`src/aapf_defs.vh`:
```
`ifndef AAPF_DEFS_VH
`define AAPF_DEFS_VH

// Register offsets on the plain register port
`define AAPF_OFS_SAMPLE 8'h0c
`define AAPF_OFS_THRESH 8'h0d
`define AAPF_OFS_STATUS 8'h0e
`define AAPF_OFS_DATA 8'h0f
`define AAPF_OFS_ROUTE 8'h10

// Sample interval control fields
`define AAPF_SMP_TIMED_BIT 7
`define AAPF_SMP_CODE_MSB 6
`define AAPF_SMP_DEC_LSB 4
`define AAPF_SMP_MUL_MSB 3

// Threshold and width fields
`define AAPF_THR_WIDE_BIT 7
`define AAPF_THR_MSB 4

// State and control bits
`define AAPF_ST_RESET_BIT 0
`define AAPF_ST_FULL_BIT 1
`define AAPF_ST_THR_BIT 2
`define AAPF_ST_EMPTY_BIT 3
`define AAPF_ST_SLOW_BIT 4
`define AAPF_ST_PAUSE_BIT 5
`define AAPF_ST_OVR_BIT 6

// Interrupt routing fields
`define AAPF_RT_A_BIT 0
`define AAPF_RT_B_BIT 1
`define AAPF_RT_EXT_BIT 2
`define AAPF_RT_PIN_LSB 3
`define AAPF_RT_PIN_MSB 5
`define AAPF_RT_MASK_BIT 6

// Reset values
`define AAPF_SMP_RESET 8'h00
`define AAPF_THR_RESET 8'h1f
`define AAPF_RT_RESET 8'h00

// FIFO geometry
`define AAPF_DEPTH 6'd32
`define AAPF_PAIR_ROOM 6'd30

// Timing
`define AAPF_CLK_MHZ 50
`define AAPF_FAST_NS 200
`define AAPF_SLOW_NS 400
`define AAPF_NS_PER_US 1000
`define AAPF_MAX_DECADE 3'd4
`define AAPF_MAX_MULT 4'd9

`endif

```
`src/aapf_core.v`:
```
`timescale 1ns/100ps
`include "aapf_defs.vh"

module aapf_core #(
    parameter CYCLES_PER_US = `AAPF_CLK_MHZ // Shorten for simulation
) (
    input wire mclk,
    input wire reset,
    input wire [7:0] reg_addr,
    input wire [7:0] reg_wdata,
    input wire reg_wr,
    input wire reg_rd,
    output reg [7:0] reg_rdata,
    input wire [7:0] adc_data,
    input wire adc_eoc,
    output reg start_conv,
    output reg low_byte_strobe,
    output reg high_byte_strobe,
    output reg cpu_irq_input_a,
    output reg cpu_irq_input_b,
    output reg [7:0] external_irq_output
);

    // Pulse widths in cycles, least times rounded up
    localparam integer FAST_NUM =
        (`AAPF_FAST_NS * `AAPF_CLK_MHZ + `AAPF_NS_PER_US - 1)
        / `AAPF_NS_PER_US;
    localparam integer SLOW_NUM =
        (`AAPF_SLOW_NS * `AAPF_CLK_MHZ + `AAPF_NS_PER_US - 1)
        / `AAPF_NS_PER_US;
    // Cut to counter width on purpose; both counts fit five bits
    localparam [4:0] FAST_CYC = FAST_NUM[4:0];
    localparam [4:0] SLOW_CYC = SLOW_NUM[4:0];
    // Wide enough for the longest interval at the full clock
    localparam integer US_NUM = CYCLES_PER_US;
    localparam [22:0] US_CYC = US_NUM[22:0];

    // Sampler states
    localparam [2:0] ST_IDLE = 3'd0;
    localparam [2:0] ST_START = 3'd1;
    localparam [2:0] ST_CONV = 3'd2;
    localparam [2:0] ST_LOW = 3'd3;
    localparam [2:0] ST_HIGH = 3'd4;
    localparam [2:0] ST_STORE = 3'd5;

    // Software-visible control state
    reg [7:0] sample_interval_control; // Timed bit and interval code
    reg [7:0] fifo_threshold_width; // Width bit and threshold field
    reg fifo_hold_reset; // Holds FIFO and sampler in reset
    reg slow_mode; // Wide strobes when set
    reg pause_sampling; // Stops at sample boundary
    reg [7:0] acquisition_irq_routing; // Destination and mask

    // Sampler state
    reg [2:0] state;
    reg [4:0] pulse_cnt; // Cycles into the current strobe
    reg [22:0] interval_cnt; // Cycles until next timed start
    reg [7:0] low_hold; // Low byte waiting for its partner
    reg [7:0] high_hold; // High byte of a wide sample

    // FIFO storage and pointers
    reg [7:0] fifo_mem [0:31];
    reg [4:0] wr_ptr;
    reg [4:0] rd_ptr;
    reg [5:0] fill; // Bytes held, 0 to 32
    reg overrun_flag;

    // Interrupt state
    reg threshold_prev; // For edge detection
    reg irq_latch; // Sticky acquisition interrupt

    // Decoded controls
    wire timed = sample_interval_control[`AAPF_SMP_TIMED_BIT];
    wire wide = fifo_threshold_width[`AAPF_THR_WIDE_BIT];
    wire [4:0] thr_field = fifo_threshold_width[`AAPF_THR_MSB:0];
    wire [4:0] pulse_last = slow_mode ? SLOW_CYC - 5'd1
                                      : FAST_CYC - 5'd1;
    wire pulse_done = (pulse_cnt == pulse_last);

    // FIFO status terms
    wire fifo_full_flag = (fill == `AAPF_DEPTH);
    wire fifo_empty_flag = (fill == 6'd0);
    wire threshold_flag = (fill > {1'b0, thr_field});
    wire store_go = (state == ST_STORE);
    // A pair needs two free slots so both bytes land together
    wire room = wide ? (fill <= `AAPF_PAIR_ROOM)
                     : (fill < `AAPF_DEPTH);
    wire push = store_go && room;
    wire [5:0] push_n = wide ? 6'd2 : 6'd1;
    wire data_rd = reg_rd && (reg_addr == `AAPF_OFS_DATA);
    wire data_wr = reg_wr && (reg_addr == `AAPF_OFS_DATA);
    wire pop = data_rd && !fifo_empty_flag;
    wire irq_live = irq_latch &&
        !acquisition_irq_routing[`AAPF_RT_MASK_BIT];

    // Interval code to microseconds: multiplier plus one, times decade
    function [16:0] aapf_interval_us;
        input [6:0] code;
        reg [2:0] dec;
        reg [3:0] mul;
        reg [16:0] val;
        integer i;
        begin
            dec = code[`AAPF_SMP_CODE_MSB:`AAPF_SMP_DEC_LSB];
            mul = code[`AAPF_SMP_MUL_MSB:0];
            // Out-of-table codes clamp rather than wrap
            if (dec > `AAPF_MAX_DECADE) begin
                dec = `AAPF_MAX_DECADE;
            end
            if (mul > `AAPF_MAX_MULT) begin
                mul = `AAPF_MAX_MULT;
            end
            val = {13'h0000, mul} + 17'h00001;
            // Fixed trip count keeps the multiplier chain static
            for (i = 0; i < `AAPF_MAX_DECADE; i = i + 1) begin
                if (i < dec) begin
                    val = val * 17'd10;
                end
            end
            aapf_interval_us = val;
        end
    endfunction

    // Cycles for one whole interval, reloaded at each start
    // A zero rate parameter would wrap the reload; keep it above zero
    wire [39:0] interval_full =
        aapf_interval_us(sample_interval_control[`AAPF_SMP_CODE_MSB:0])
        * US_CYC;
    wire [22:0] interval_load = interval_full[22:0] - 23'd1;

    // Register writes; the data register stores nothing
    always @(posedge mclk) begin
        if (reset) begin
            sample_interval_control <= `AAPF_SMP_RESET;
            fifo_threshold_width <= `AAPF_THR_RESET;
            fifo_hold_reset <= 1'b1;
            slow_mode <= 1'b0;
            pause_sampling <= 1'b1;
            acquisition_irq_routing <= `AAPF_RT_RESET;
        end else if (reg_wr) begin
            case (reg_addr)
                `AAPF_OFS_SAMPLE: begin
                    sample_interval_control <= reg_wdata;
                end
                `AAPF_OFS_THRESH: begin
                    // Unused middle bits read back as zero
                    fifo_threshold_width <= {
                        reg_wdata[`AAPF_THR_WIDE_BIT], 2'b00,
                        reg_wdata[`AAPF_THR_MSB:0]};
                end
                `AAPF_OFS_STATUS: begin
                    // Only the three control bits are writable
                    fifo_hold_reset <= reg_wdata[`AAPF_ST_RESET_BIT];
                    slow_mode <= reg_wdata[`AAPF_ST_SLOW_BIT];
                    pause_sampling <= reg_wdata[`AAPF_ST_PAUSE_BIT];
                end
                `AAPF_OFS_ROUTE: begin
                    // Top bit is reserved and always reads as zero
                    acquisition_irq_routing <= {1'b0,
                        reg_wdata[`AAPF_RT_MASK_BIT:0]};
                end
                default: begin
                    // Unmapped writes and data writes store nothing
                end
            endcase
        end
    end

    // Converter handshake sequencer
    always @(posedge mclk) begin
        if (reset || fifo_hold_reset) begin
            state <= ST_IDLE;
            pulse_cnt <= 5'd0;
            interval_cnt <= 23'd0;
            start_conv <= 1'b0;
            low_byte_strobe <= 1'b0;
            high_byte_strobe <= 1'b0;
            low_hold <= 8'h00;
            high_hold <= 8'h00;
        end else begin
            // Interval timer runs through the whole sample
            if (interval_cnt != 23'd0) begin
                interval_cnt <= interval_cnt - 23'd1;
            end
            case (state)
                ST_IDLE: begin
                    // Pause is only honoured between samples
                    if (!pause_sampling &&
                        (!timed || interval_cnt == 23'd0)) begin
                        state <= ST_START;
                        start_conv <= 1'b1;
                        pulse_cnt <= 5'd0;
                        interval_cnt <= interval_load;
                    end
                end
                ST_START: begin
                    if (pulse_done) begin
                        start_conv <= 1'b0;
                        state <= ST_CONV;
                    end else begin
                        pulse_cnt <= pulse_cnt + 5'd1;
                    end
                end
                ST_CONV: begin
                    // Converter signals completion by a high level
                    // A converter that never answers stalls the port here
                    if (adc_eoc) begin
                        low_byte_strobe <= 1'b1;
                        pulse_cnt <= 5'd0;
                        state <= ST_LOW;
                    end
                end
                ST_LOW: begin
                    if (pulse_done) begin
                        // Byte is taken at the close of its strobe
                        low_hold <= adc_data;
                        low_byte_strobe <= 1'b0;
                        pulse_cnt <= 5'd0;
                        if (wide) begin
                            high_byte_strobe <= 1'b1;
                            state <= ST_HIGH;
                        end else begin
                            state <= ST_STORE;
                        end
                    end else begin
                        pulse_cnt <= pulse_cnt + 5'd1;
                    end
                end
                ST_HIGH: begin
                    if (pulse_done) begin
                        high_hold <= adc_data;
                        high_byte_strobe <= 1'b0;
                        state <= ST_STORE;
                    end else begin
                        pulse_cnt <= pulse_cnt + 5'd1;
                    end
                end
                ST_STORE: begin
                    // One cycle for the FIFO to take the sample
                    state <= ST_IDLE;
                end
                default: begin
                    state <= ST_IDLE;
                end
            endcase
        end
    end

    // FIFO storage; no reset needed, pointers guard validity
    always @(posedge mclk) begin
        if (push) begin
            fifo_mem[wr_ptr] <= low_hold;
            if (wide) begin
                fifo_mem[wr_ptr + 5'd1] <= high_hold;
            end
        end
    end

    // Pointers, fill level and overrun
    always @(posedge mclk) begin
        if (reset || fifo_hold_reset) begin
            wr_ptr <= 5'd0;
            rd_ptr <= 5'd0;
            fill <= 6'd0;
            overrun_flag <= 1'b0;
        end else begin
            if (push) begin
                wr_ptr <= wr_ptr + push_n[4:0];
            end
            if (pop) begin
                rd_ptr <= rd_ptr + 5'd1;
            end
            // Room is judged before a same-cycle read, so it is safe
            fill <= fill + (push ? push_n : 6'd0)
                         - (pop ? 6'd1 : 6'd0);
            // A dropped sample wins over a clearing read
            if (store_go && !room) begin
                overrun_flag <= 1'b1;
            end else if (pop) begin
                overrun_flag <= 1'b0;
            end
        end
    end

    // Read data, valid the cycle after the strobe only
    always @(posedge mclk) begin
        if (reset) begin
            reg_rdata <= 8'h00;
        end else if (reg_rd) begin
            case (reg_addr)
                `AAPF_OFS_SAMPLE: begin
                    reg_rdata <= sample_interval_control;
                end
                `AAPF_OFS_THRESH: begin
                    reg_rdata <= fifo_threshold_width;
                end
                `AAPF_OFS_STATUS: begin
                    reg_rdata <= {1'b0, overrun_flag, pause_sampling,
                                  slow_mode, fifo_empty_flag,
                                  threshold_flag, fifo_full_flag,
                                  fifo_hold_reset};
                end
                `AAPF_OFS_DATA: begin
                    // Reading an empty FIFO gives zero, no pop
                    reg_rdata <= fifo_empty_flag ? 8'h00
                                                 : fifo_mem[rd_ptr];
                end
                `AAPF_OFS_ROUTE: begin
                    reg_rdata <= acquisition_irq_routing;
                end
                default: begin
                    reg_rdata <= 8'h00;
                end
            endcase
        end else begin
            reg_rdata <= 8'h00;
        end
    end

    // Sticky interrupt latch; a new edge beats a clearing write
    always @(posedge mclk) begin
        if (reset) begin
            threshold_prev <= 1'b0;
            irq_latch <= 1'b0;
        end else begin
            threshold_prev <= threshold_flag;
            if (threshold_flag && !threshold_prev) begin
                irq_latch <= 1'b1;
            end else if (data_wr) begin
                irq_latch <= 1'b0;
            end
        end
    end

    // Routed interrupt outputs, registered for clean edges
    always @(posedge mclk) begin
        if (reset) begin
            cpu_irq_input_a <= 1'b0;
            cpu_irq_input_b <= 1'b0;
            external_irq_output <= 8'h00;
        end else begin
            cpu_irq_input_a <= irq_live &&
                acquisition_irq_routing[`AAPF_RT_A_BIT];
            cpu_irq_input_b <= irq_live &&
                acquisition_irq_routing[`AAPF_RT_B_BIT];
            // One port pin at a time carries the external copy
            if (irq_live && acquisition_irq_routing[`AAPF_RT_EXT_BIT]) begin
                external_irq_output <= 8'h01 << acquisition_irq_routing[
                    `AAPF_RT_PIN_MSB:`AAPF_RT_PIN_LSB];
            end else begin
                external_irq_output <= 8'h00;
            end
        end
    end

endmodule // aapf_core

```
`config.mk`:
```
export PLATFORM = sky130hd
export DESIGN_NAME = aapf_core
export DESIGN_NICKNAME = d
export VERILOG_FILES = /design/src/aapf_core.v
export VERILOG_INCLUDE_DIRS = /design/src
export SDC_FILE = /design/constraint.sdc
export NUM_CORES = 1
export LEC_CHECK = 0
export ABC_AREA = 1
export BUFFER_PORTS_ARGS = -buffer_cell sky130_fd_sc_hd__buf_2
export CELL_PAD_IN_SITES_DETAIL_PLACEMENT = 2
export CELL_PAD_IN_SITES_GLOBAL_PLACEMENT = 2
export CORE_MARGIN = 2
export CORE_UTILIZATION = 39
export DETAILED_ROUTE_END_ITERATION = 8
export HOLD_SLACK_MARGIN = 0.15
export MAX_ROUTING_LAYER = met4
export PLACE_DENSITY = 0.82
export SLEW_MARGIN = 20
export SYNTH_ARGS = -nofsm -noshare
export SYNTH_HDL_FRONTEND = slang
export SYNTH_SLANG_ARGS = --single-unit
```
`constraint.sdc`:
```
create_clock -name mclk -period 12.6 [get_ports mclk]
set_input_delay 1.89 -clock mclk [delete_from_list [all_inputs] [get_ports mclk]]
set_output_delay 1.89 -clock mclk [all_outputs]
set_load 0.01 [all_outputs]
```
After elaboration in Yosys (flattened, before gate mapping)
Memory sizes are Yosys's and may differ from the RTL's. A register that Yosys moved wholly into a read port is not among the register bits.
Index checks and enable logic that the tools add are counted.
{"block": "totals", "regBits": 111, "ram_bits": 256, "word_cells": 160, "inputBits": 29, "n_memories": 1}
{"block": "op_classes", "multipliers": 5, "mux": 47, "eq_ne": 19, "bitwise_logic": 2, "order_cmp": 9, "shift": 1, "n_addsub": 9, "reduce_logical": 43}
{"memory": "fifo_mem", "words": 32, "width": 8, "rd": 1, "rd_ports_with_merged_regs": 1, "write_ports": 2, "line": "aapf_core.v:62", "text": "reg [7:0] fifo_mem [0:31];"}
{"cell": "two-way mux 23 bit", "count": 3}
{"cell": "multiplier 17 x 3 -> 16 bit, second input constant", "count": 3}
{"cell": "two-way mux 17 bit", "count": 3}
{"cell": "subtractor 23 x 1 -> 23 bit, second input constant", "count": 2}
{"cell": "case mux 8 bit (5 select lines)", "count": 1}
{"cell": "two-way mux 5 bit", "count": 7}
{"cell": "== test 8 x 4 -> 1 bit, second input constant", "count": 4}
{"cell": "zero test 23 bit", "count": 1}
{"cell": "nonzero test 23 bit", "count": 1}
{"cell": "multiplier 17 x 5 -> 22 bit, second input constant", "count": 1}
{"cell": "case mux 5 bit (4 select lines)", "count": 1}
{"cell": "two-way mux 3 bit", "count": 6}
{"cell": "two-way mux 1 bit", "count": 17}
{"cell": "adder 5 x 1 -> 5 bit, second input constant", "count": 3}
{"cell": "case mux 3 bit (5 select lines)", "count": 1}
{"cell": "inequality test 2 bit, second input constant", "count": 7}
{"cell": "AND reduction 2 bit", "count": 6}
{"cell": "logical AND 1 bit", "count": 11}
{"cell": "nonzero test 2 bit", "count": 5}
{"cell": "two-way mux 9 bit", "count": 1}
{"cell": "== test 8 x 5 -> 1 bit, second input constant", "count": 1}
{"cell": "multiplier 5 x 3 -> 8 bit, second input constant", "count": 1}
{"cell": "two-way mux 8 bit", "count": 1}
{"cell": "AND reduction 4 bit", "count": 2}
{"cell": "other kinds (29)", "count": 46}

Longest topological paths before layout
Gate-level depths: netlist of the first run.
{"block": "depth", "depth_word": 15, "ltp_mapped": 63, "depth_no_buf": 63}

Worst setup path before layout of the first run
No wires, ideal clock.
{"block": "synth_path", "path_type": "reg2reg", "from": "reg sample_interval_control[1]", "to": "reg interval_cnt[19]", "setup_slack_ns": 3.706, "arrival_ns": 8.761, "path_stages_with_launch": 53, "required_time_ns": 12.468, "setup_ns": 0.132, "cell_sequence": "dfxtp_1 -> o21ai_0 -> nand2_2 -> ha_1 -> xor2_1 -> inv_1 -> ha_1 -> ha_1 -> fa_1 -> inv_1 -> nor2_1 -> ha_1 -> ha_1 -> inv_1 -> o31ai_1 -> nor2_1 -> nor3_1 -> ha_1 -> [17 not listed] -> inv_1 -> fa_1 -> inv_1 -> ha_1 -> nand2_1 -> o21ai_0 -> inv_1 -> nand2_1 -> xor2_2 -> nand2_1 -> nor2_1 -> nand2_1 -> nor2_1 -> nand2_1 -> nand2_1 -> nand2_1 -> nand2_1 -> a21oi_1"}
{"block": "synth_between", "elab_chain_len": 15}
{"item": "start: declaration", "line": "aapf_core.v:47", "text": "reg [7:0] sample_interval_control;"}
{"item": "start signal: assignment", "line": "aapf_core.v:134", "text": "sample_interval_control <= `AAPF_SMP_RESET;"}
{"item": "start signal: assignment", "line": "aapf_core.v:143", "text": "sample_interval_control <= reg_wdata;"}
{"item": "greater-than comparator 4 bit (no line)"}
{"item": "two-way mux 4 bit *", "line": "aapf_core.v:110", "text": "if (mul > `AAPF_MAX_MULT) begin"}
{"item": "adder 4 x 1 -> 5 bit *", "line": "aapf_core.v:113", "text": "val = {13'h0000, mul} + 17'h00001;"}
{"item": "multiplier 5 x 3 -> 8 bit", "line": "aapf_core.v:117", "text": "val = val * 17'd10;"}
{"item": "two-way mux 9 bit *", "line": "aapf_core.v:116", "text": "if (i < dec) begin"}
{"item": "multiplier 17 x 3 -> 16 bit", "line": "aapf_core.v:117"}
{"item": "two-way mux 17 bit *", "line": "aapf_core.v:116"}
{"item": "multiplier 17 x 3 -> 16 bit", "line": "aapf_core.v:117"}
{"item": "two-way mux 17 bit *", "line": "aapf_core.v:116"}
{"item": "multiplier 17 x 3 -> 16 bit", "line": "aapf_core.v:117"}
{"item": "two-way mux 17 bit *", "line": "aapf_core.v:116"}
{"item": "multiplier 17 x 5 -> 22 bit *", "line": "aapf_core.v:127", "text": "aapf_interval_us(sample_interval_control[`AAPF_SMP_CODE_MSB:0])"}
{"item": "subtractor 23 x 1 -> 23 bit *", "line": "aapf_core.v:129", "text": "wire [22:0] interval_load = interval_full[22:0] - 23'd1;"}
{"item": "two-way mux 23 bit *", "line": "aapf_core.v:188", "text": "if (!pause_sampling &&"}
{"item": "two-way mux 23 bit *", "line": "aapf_core.v:185", "text": "case (state)"}
{"item": "end signal: assignment", "line": "aapf_core.v:183", "text": "interval_cnt <= interval_cnt - 23'd1;"}
{"item": "end signal: assignment", "line": "aapf_core.v:193", "text": "interval_cnt <= interval_load;"}
{"item": "end: declaration", "line": "aapf_core.v:57", "text": "reg [22:0] interval_cnt;"}
Mark *: on every way between the ends. The rest lies on a longest branch, timed or not.
A chain may end at the register's enable or synchronous reset.

Worst setup path in the final report of the first run
{"block": "layout_path", "from": "reg sample_interval_control[2]", "to": "reg interval_cnt[21]"}
Same word-level chain as after synthesis.

==> key figures, run 1 <==
Logic synthesis
  • Number of distinct library cells after synthesis: 59
  • Syn Inst Count: 2,877
  • Yosys warnings: 0
  • Synth Cell Area: 23,900 um^2
  • Post-synth EDFFs: 256
  • Synth Register Bits: 372
  • Post-synth top flop: edfxtp_1
  • Syn avg cell area: 8.31 um^2
  • Seq/Total Area, Yosys: 0.419
  • Asr flop ratio synth: 0

Drt
  • Final ANT Viol Nets: 0
  • DR vias: 21,200
  • Final WL: between 80,000 and 90,000 um
  • Wire length per cell: 23.7 um
  • Drt first pass iters: 5
  • Residual DRC: 0
  • Via density: 5.76
  • Initial drt markers: 1,163

Setup path
  • Crit end category: flop
  • WP data required: 13.03 ns
  • CP Data Arrival Time: 11.23 ns
  • CP bufs+invs: 6
  • Crit path top cell by count: nand2_1
  • CP delay by family, top: adder cells
  • Crit path kind: flop to flop
  • Critical-path maximum fanout: 8
  • CP max stage cell: fa_1
  • Critical path launch point type: flop
  • Largest stage delay, worst path: 0.48 ns

Cells and area
  • Area Growth Syn to Fin: 9.45%
  • Layout Cells excl Fill: 3,682
  • Final Net Count: 3,045
  • Commonest non-fill, non-tap cell in the layout: nand2_1
  • Commonest cells after routing, fill and taps aside: 529 x nand2_1, 314 x inv_1, 256 x edfxtp_1, 247 x o21ai_0, 218 x o21ai_1
  • Design Area, Final: between 20,000 and 30,000 um^2
  • Core Util, Final: 0.433
  • Fillers: between 6,000 and 7,000
  • Ratio of cells with drive above 1 in the final layout: 0.0968

Clock network
  • CTS tree: yes
  • Worst-Skew Late Latency: around 0.62 ns
  • Clock buffer count from CTS: 45
  • Clk slew on worst S/H paths: 0.06 ns
  • Htree depth: 2
  • Setup bufs post-CTS: 0
  • CTS hold repair buffers: 0
  • Clock Sinks: approximately 370
  • CTS Root Cell: clkbuf_16
  • PostCTS Resize Cnt: 0
  • Clock buffer depth: 3

Floorplanning
  • Die Y: 252 um
  • I/O pins: 50
  • Initial core utilization: 0.395
  • Die Wd: 252 um
  • Cell Rows: 90
  • Core area: 60,500 um^2
  • Die Area: 63,300 um^2

Timing
  • Final-report max-slew violation count: 0
  • Final worst slack: ~1.8 ns
  • Sum Neg Setup Slack: 0 ns
  • Fmax: between 90 and 100 MHz
  • Setup violators final: 0
  • Final min period: 10.80 ns
  • Clock skew: 0.0440 ns
  • RSZ-0062 raised after global routing: no
  • Actual slew at the worst max-slew pin: 1.06 ns
  • Period utilization: 0.857
  • Final hold vios: 0
  • Worst rel slew slack: 0.291

Power and ir drop
  • Peak VDD IR: 81.3 uV
  • Pleak: 10.5 nW
  • Power per cell area: 100 nW/um^2

Placement
  • Routability cong.: 0.883
  • Post-placement cell count: 3,592
  • Setup WS pre-CTS: between 1.5 and 2 ns
  • Dpl cell area: 24,700 um^2
  • Detail Placement HPWL: 59,600 um
  • Buffers on Ports: between 40 and 50

Global routing
  • Total grt overflow: 0
  • Met2 GRT Util: 0.509
  • First-pass GRT wire length: about 140,000 um
  • Antenna violations before repair: 7
  • Global route hottest layer: met2
  • Grt met1 use: 0.327
  • Largest net degree at the start of global routing: 73
  • Vias in the first global route: 23,700
  • Met3 usage: 0.0345
  • Total GRT Usage: 0.284

Outcome
  • Status: finished, final reports clean

Min path
  • Hold Crit Class: flop to flop

Flow run
  • Max-cap violation count: 0
final timing paths:
path | from | to | slack (ns) | cells past startpoint
setup / recovery | sample_interval_control[2] | interval_cnt[21] | 1.80 | 59
hold / removal | threshold_prev | irq_latch | 0.44 | 1
setup reg to reg | sample_interval_control[2] | interval_cnt[21] | 1.80 | 59
hold reg to reg | threshold_prev | irq_latch | 0.44 | 1
logic make-up after synthesis:
group                      after synthesis  synth area share
AOI/OAI and AO/OA                      789             0.181
xor gates and xnor gates                42            0.0174
adders and majority gates              159            0.0889
buffers and inverters                  490            0.0841
DFF                                    372             0.419
muxes                                   66            0.0276
other                                    1          0.000157
and+or+nand+nor                        958             0.182
metrics by stage:
| stage | total power, mW | hold slack [ns] |
|---|---|---|
| 2_1_floorplan | 1.33 | 0.400 |
| 3_3_place_gp | 1.34 | 0.411 |
| 3_5_place_dp | 1.34 | 0.415 |
| 4_1_cts | 2.64 | 0.441 |
| 5_1_grt | 2.69 | 0.453 |
| 6_report | 2.62 | 0.439 |
synth_stat cells (17+ instances only):
cell / n / share of area
nand2_4: 30 / 0.014
nor3_1: 35 / 0.0073
buf_6: 17 / 0.0080
nand2_1: 529 / 0.083
dfxtp_1: 116 / 0.097
xor2_1: 26 / 0.0095
mux2i_1: 66 / 0.028
edfxtp_1: 256 / 0.32
a21oi_1: 175 / 0.037
clkbuf_1: 80 / 0.013
nand4_1: 25 / 0.0065
o211ai_1: 70 / 0.022
buf_1: 35 / 0.0055
o21ai_1: 207 / 0.043
fa_1: 18 / 0.015
ha_1: 141 / 0.074
buf_2: 22 / 0.0046
o21ai_2: 20 / 0.0073
nor2_1: 173 / 0.027
o21ai_0: 258 / 0.054
nand3_1: 108 / 0.023
inv_1: 317 / 0.050
layer usage:
metal	part of all wire	vias up	wire [um]
met1	0.41	10800	36000
met5	0	-	0
met3	0.037	163	3220
li1	-	9799	-
met2	0.51	415	44800
met4	0.036	0	3100
sequential cells by signal (all words and copies together) (netlist names), 3 cells and up, named ones only:
signal                   flops
low_hold                     8
reg_rdata                    8
fifo_threshold_width         6
wr_ptr                       5
state                        3
interval_cnt                23
pulse_cnt                    5
fill                         6
external_irq_output          8
high_hold                    8
fifo_mem                   256
sample_interval_control      8
acquisition_irq_routing      7
rd_ptr                       5
layout make-up:
class                           count  area (um^2)  area share
Sequential cell                   372        10000       0.383
Multi-Input combinational cell   2019        11900       0.455
Clock buffer                       57         1240      0.0475
Clock inverter                     27          221     0.00846
Tap cell                          782          978      0.0374
Timing Repair Buffer               86          523      0.0200
Antenna cell                        6         15.0    0.000574
Inverter                          333         1260      0.0481
power by group:
part	internal (mW)	switching, mW
Combinational	0.00976	0.0184
Clock	0.727	0.576
Sequential	1.29	0.000208
Total	2.03	0.595
Note: power is estimated with default switching activity, not from simulation.
==> inputs of run 2 (changes only) <==
--- a/config.mk
+++ b/config.mk
@@ -6,7 +6,6 @@
 export SDC_FILE = /design/constraint.sdc
 export NUM_CORES = 1
 export LEC_CHECK = 0
-export ABC_AREA = 1
 export BUFFER_PORTS_ARGS = -buffer_cell sky130_fd_sc_hd__buf_2
 export CELL_PAD_IN_SITES_DETAIL_PLACEMENT = 2
 export CELL_PAD_IN_SITES_GLOBAL_PLACEMENT = 2
@@ -15,7 +14,7 @@
 export DETAILED_ROUTE_END_ITERATION = 8
 export HOLD_SLACK_MARGIN = 0.15
 export MAX_ROUTING_LAYER = met4
-export PLACE_DENSITY = 0.82
+export PLACE_DENSITY = 0.74
 export SLEW_MARGIN = 20
 export SYNTH_ARGS = -nofsm -noshare
 export SYNTH_HDL_FRONTEND = slang
==> run 2 against run 1 <==
Sequential power is essentially flat. Setup slack lost 0.073 ns. Critical path depth down 20. Non-clock buffer count fell by 2. Synthesized cell count is 33% lower. Global-route usage shrank 3.8 points. Hold slack better by 0.035 ns. Clock skew fell by 0.015 ns. Sequential cell count stayed put. Cell area decreased by 3.2%. Critical endpoint is now interval_cnt[22]. Largest cell class unchanged. Largest power group is now registers.
==> key figures, run 2 <==
Power and ir drop
  • Power per cell area: 99.4 nW/um^2 (-0.73%)
  • Sequential share of power: 0.512 (+0.020)
  • Peak VDD IR: 106 uV (+30%)
  • Pint: 1.98 mW (-2.1%)
  • Sw Pwr: 0.535 mW (-10%)
  • Pleak: 9.49 nW (-9.8%)
  • Clk pwr share: 0.480 (-0.017)
  • Combinational share of power: 0.008 (-0.003)
  • Net Sw Frac: 0.212 (-0.0145)

Logic synthesis
  • Top-area cell type share of the netlist area: 0.335 (+0.0134)
  • Yosys warnings: 0 (unchanged)
  • Post-synth EDFFs: 256 (unchanged)
  • Number of distinct library cells after synthesis: 83 (+41%)
  • Syn avg cell area: 11.9 um^2 (+43%)
  • Commonest cells in the netlist: 273 x mux2_2, 256 x edfxtp_1, 153 x nor2_1
  • Post-synth top flop: edfxtp_1
  • Largest cells by area after synthesis: edfxtp_1 33%, mux2_2 13%, dfxtp_1 10%
  • Syn Inst Count: 1,936 (-33%)
  • Synth Cell Area: 23,000 um^2 (-4.0%)
  • Seq/Total Area, Yosys: 0.436 (+0.0174)
  • Synth Register Bits: 372 (unchanged)
  • Count leader, synth: mux2_2
  • Post-synth top area cell: edfxtp_1
  • Asr flop ratio synth: 0 (unchanged)

Min path
  • Hold depth: 2 (+1)
  • Hold EP: interval_cnt[8]
  • Hold path start: interval_cnt[8]
  • Hold Crit Class: flop to flop

Cells and area
  • Top reg by flops: fifo_mem
  • Commonest non-fill, non-tap cell in the layout: mux2_2
  • Ratio of cells with drive above 1 in the final layout: 0.274 (+0.177)
  • Max reg flops: 256 (unchanged)
  • Area Growth Syn to Fin: 10.3%
  • Regs by FF count: fifo_mem x256, interval_cnt x23
  • N_diodes: 0 (-6)
  • Final Net Count: 2,135 (-30%)
  • Commonest cells after routing, fill and taps aside: 273 x mux2_2, 256 x edfxtp_1, 152 x nor2_1, 141 x ha_1, 113 x dfxtp_1

Floorplanning
  • Cell Rows: 88 (-2.2%)
  • Core area: 57,900 um^2 (-4.2%)
  • Initial core utilization: 0.396 (+0.000980)
  • Die Area: 60,800 um^2 (-3.9%)
  • Die Y: 247 um (-2.0%)
  • I/O pins: 50 (unchanged)
  • Die Wd: 247 um (-2.0%)

Timing
  • Sum Neg Setup Slack: 0 ns (unchanged)
  • Final hold vios: 0 (unchanged)
  • Setup violators final: 0 (unchanged)
  • Worst rel slew slack: 0.251 (-0.0394)
  • RSZ-0062 raised after global routing: no
  • Period utilization: 0.863 (+0.00581)
  • Final-report max-slew violation count: 0 (unchanged)
  • Final min period: 10.87 ns (+0.0732 ns)
  • Fmax: 92.0 MHz (-0.67%)
  • Clock skew: 0.0295 ns (-0.0145 ns)
  • Worst hold slack: 0.475 ns (+0.0351 ns)
  • Actual slew at the worst max-slew pin: 1.12 ns (+0.0638 ns)

Clock network
  • Setup bufs post-CTS: 0 (unchanged)
  • PostCTS Resize Cnt: 0 (unchanged)
  • Clock Sinks: 372 (unchanged)
  • CTS tree: yes
  • CTS hold repair buffers: 0 (unchanged)
  • Clk slew on worst S/H paths: 0.06 ns (about the same)
  • Clock buffer count from CTS: 43 (-4.4%)
  • Worst-Skew Late Latency: 0.59 ns (-0.03 ns)
  • CTS Root Cell: clkbuf_16
  • Htree depth: 2 (unchanged)
  • Clock buffer depth: 3 (unchanged)

Global routing
  • Antenna violations before repair: 0 (-7)
  • Largest net degree at the start of global routing: 59 (-19%)
  • Total GRT Usage: 0.246 (-0.0381)
  • Vias in the first global route: 17,800 (-25%)
  • Total grt overflow: 0 (unchanged)
  • First-pass GRT wire length: 110,000 um (-20%)

Setup path
  • CP max stage cell: o41ai_1
  • FF-to-FF Start: sample_interval_control[1]
  • Reg2Reg Capture Point: interval_cnt[22]
  • R2R depth: 39 (-34%)
  • Crit path top cell by count: ha_1
  • WP data required: 13.05 ns (+0.02 ns)
  • Largest stage delay, worst path: 0.62 ns (+0.14 ns)
  • Reg2reg setup slack: 1.73 ns (-0.07 ns)
  • CP Data Arrival Time: 11.32 ns (+0.09 ns)
  • Crit path kind: flop to flop
  • Crit end category: flop
  • Critical path launch point type: flop
  • Critical-path maximum fanout: 8 (unchanged)

Placement
  • Routability cong.: 0.817 (-7.5%)
  • Buffers on Ports: 49 (unchanged)
  • Detail Placement HPWL: 50,500 um (-15%)

Drt
  • Residual DRC: 0 (unchanged)
  • Wire length per cell: 26.1 um (+10%)
  • Initial drt markers: 1,187 (+2.1%)
  • Final ANT Viol Nets: 0 (unchanged)
  • Final WL: 71,400 um (-18%)
  • Via density: 5.88 (+2.1%)
  • DR vias: 16,100 (-24%)
  • Drt first pass iters: 5 (unchanged)

Flow run
  • Max-cap violation count: 0 (unchanged)

Outcome
  • Status: finished, final reports clean
[run 2: cell types whose count changed after synthesis, moves of 25 or more]
cell / change
mux2i_1: -46
mux4_2: +80
nand2_1: -420
o21ai_0: -206
clkbuf_1: +25
xnor2_1: +44
inv_1: -245
nand3_1: -69
o211ai_1: -65
a21oi_1: -98
o21ai_1: -203
nand2_4: -29
mux2_2: +273
[run 2: worst max-delay path by stage]
| stage | from | to | cells after the start |
|---|---|---|---|
| floorplan | sample_interval_control[1] | interval_cnt[22] | 40 |
| global placement | sample_interval_control[1] | interval_cnt[22] | 39 |
| detailed placement | sample_interval_control[1] | interval_cnt[22] | 39 |
| CTS | sample_interval_control[1] | interval_cnt[22] | 39 |
| global route | sample_interval_control[1] | interval_cnt[22] | 39 |
| finish | sample_interval_control[1] | interval_cnt[22] | 39 |
[run 2: worst max-delay path, delay by kind of cell, from the launching register on]
family	cells	cell delay (ns)
AO/OA/AOI/OAI	10	2.92
XOR/XNOR	5	1.04
adder cells (fa/ha/maj)	13	4.34
buffers and inverters	1	0.12
flip-flops	1	0.34
multiplexers	1	0.32
AND/OR/NAND/NOR	9	1.63
[run 2: final cells by class]
type	instances	area, um^2
clock buffer	62	1210
clock inverter	13	105
fill	5871	32600
inverter	75	282
multi-input combinational	1371	12200
sequential	372	10000
tap	765	957
timing repair buffer	84	508
[run 2: layer usage]
metal	wire length (um)	track usage	up-vias
met5	0	-	-
met4	1620	0.0661	0
met1	32000	0.318	8416
met3	3370	0.0366	97
met2	34400	0.403	368
li1	-	-	7243
[run 2: cells by family after synthesis]
family / share of synthesized area
adders and majority gates: 0.0925
muxes: 0.221
buffers and inverters: 0.0326
and+or+nand+nor: 0.0988
xor gates and xnor gates: 0.0336
DFF: 0.436
AOI/OAI and AO/OA: 0.0852
other: 0.000163
[run 2: metrics by stage]
| step | cell area, um^2 | util | std cells | setup WS, ns | power, mW |
|---|---|---|---|---|---|
| 2_1_floorplan | 23000 | - | 1940 | 3.18 | 1.32 |
| 3_3_place_gp | 24000 | 0.414 | 2667 | 2.32 | 1.33 |
| 3_5_place_dp | 24000 | 0.414 | 2667 | 1.69 | 1.33 |
| 4_1_cts | 25300 | 0.437 | 2742 | 1.65 | 2.54 |
| 5_1_grt | 25300 | 0.437 | 2742 | 0.903 | 2.59 |
| 6_report | 25300 | 0.437 | 2742 | 1.73 | 2.52 |
[run 2: power groups by stage]
stage / Combinational (mW) / Sequential, mW / Clock (mW)
global route: 0.0219 / 1.29 / 1.28
global placement: 0.0185 / 1.32 / 0
finish: 0.0196 / 1.29 / 1.21
floorplan: 0.00949 / 1.32 / 0
detailed placement: 0.0193 / 1.32 / 0
CTS: 0.0195 / 1.29 / 1.23
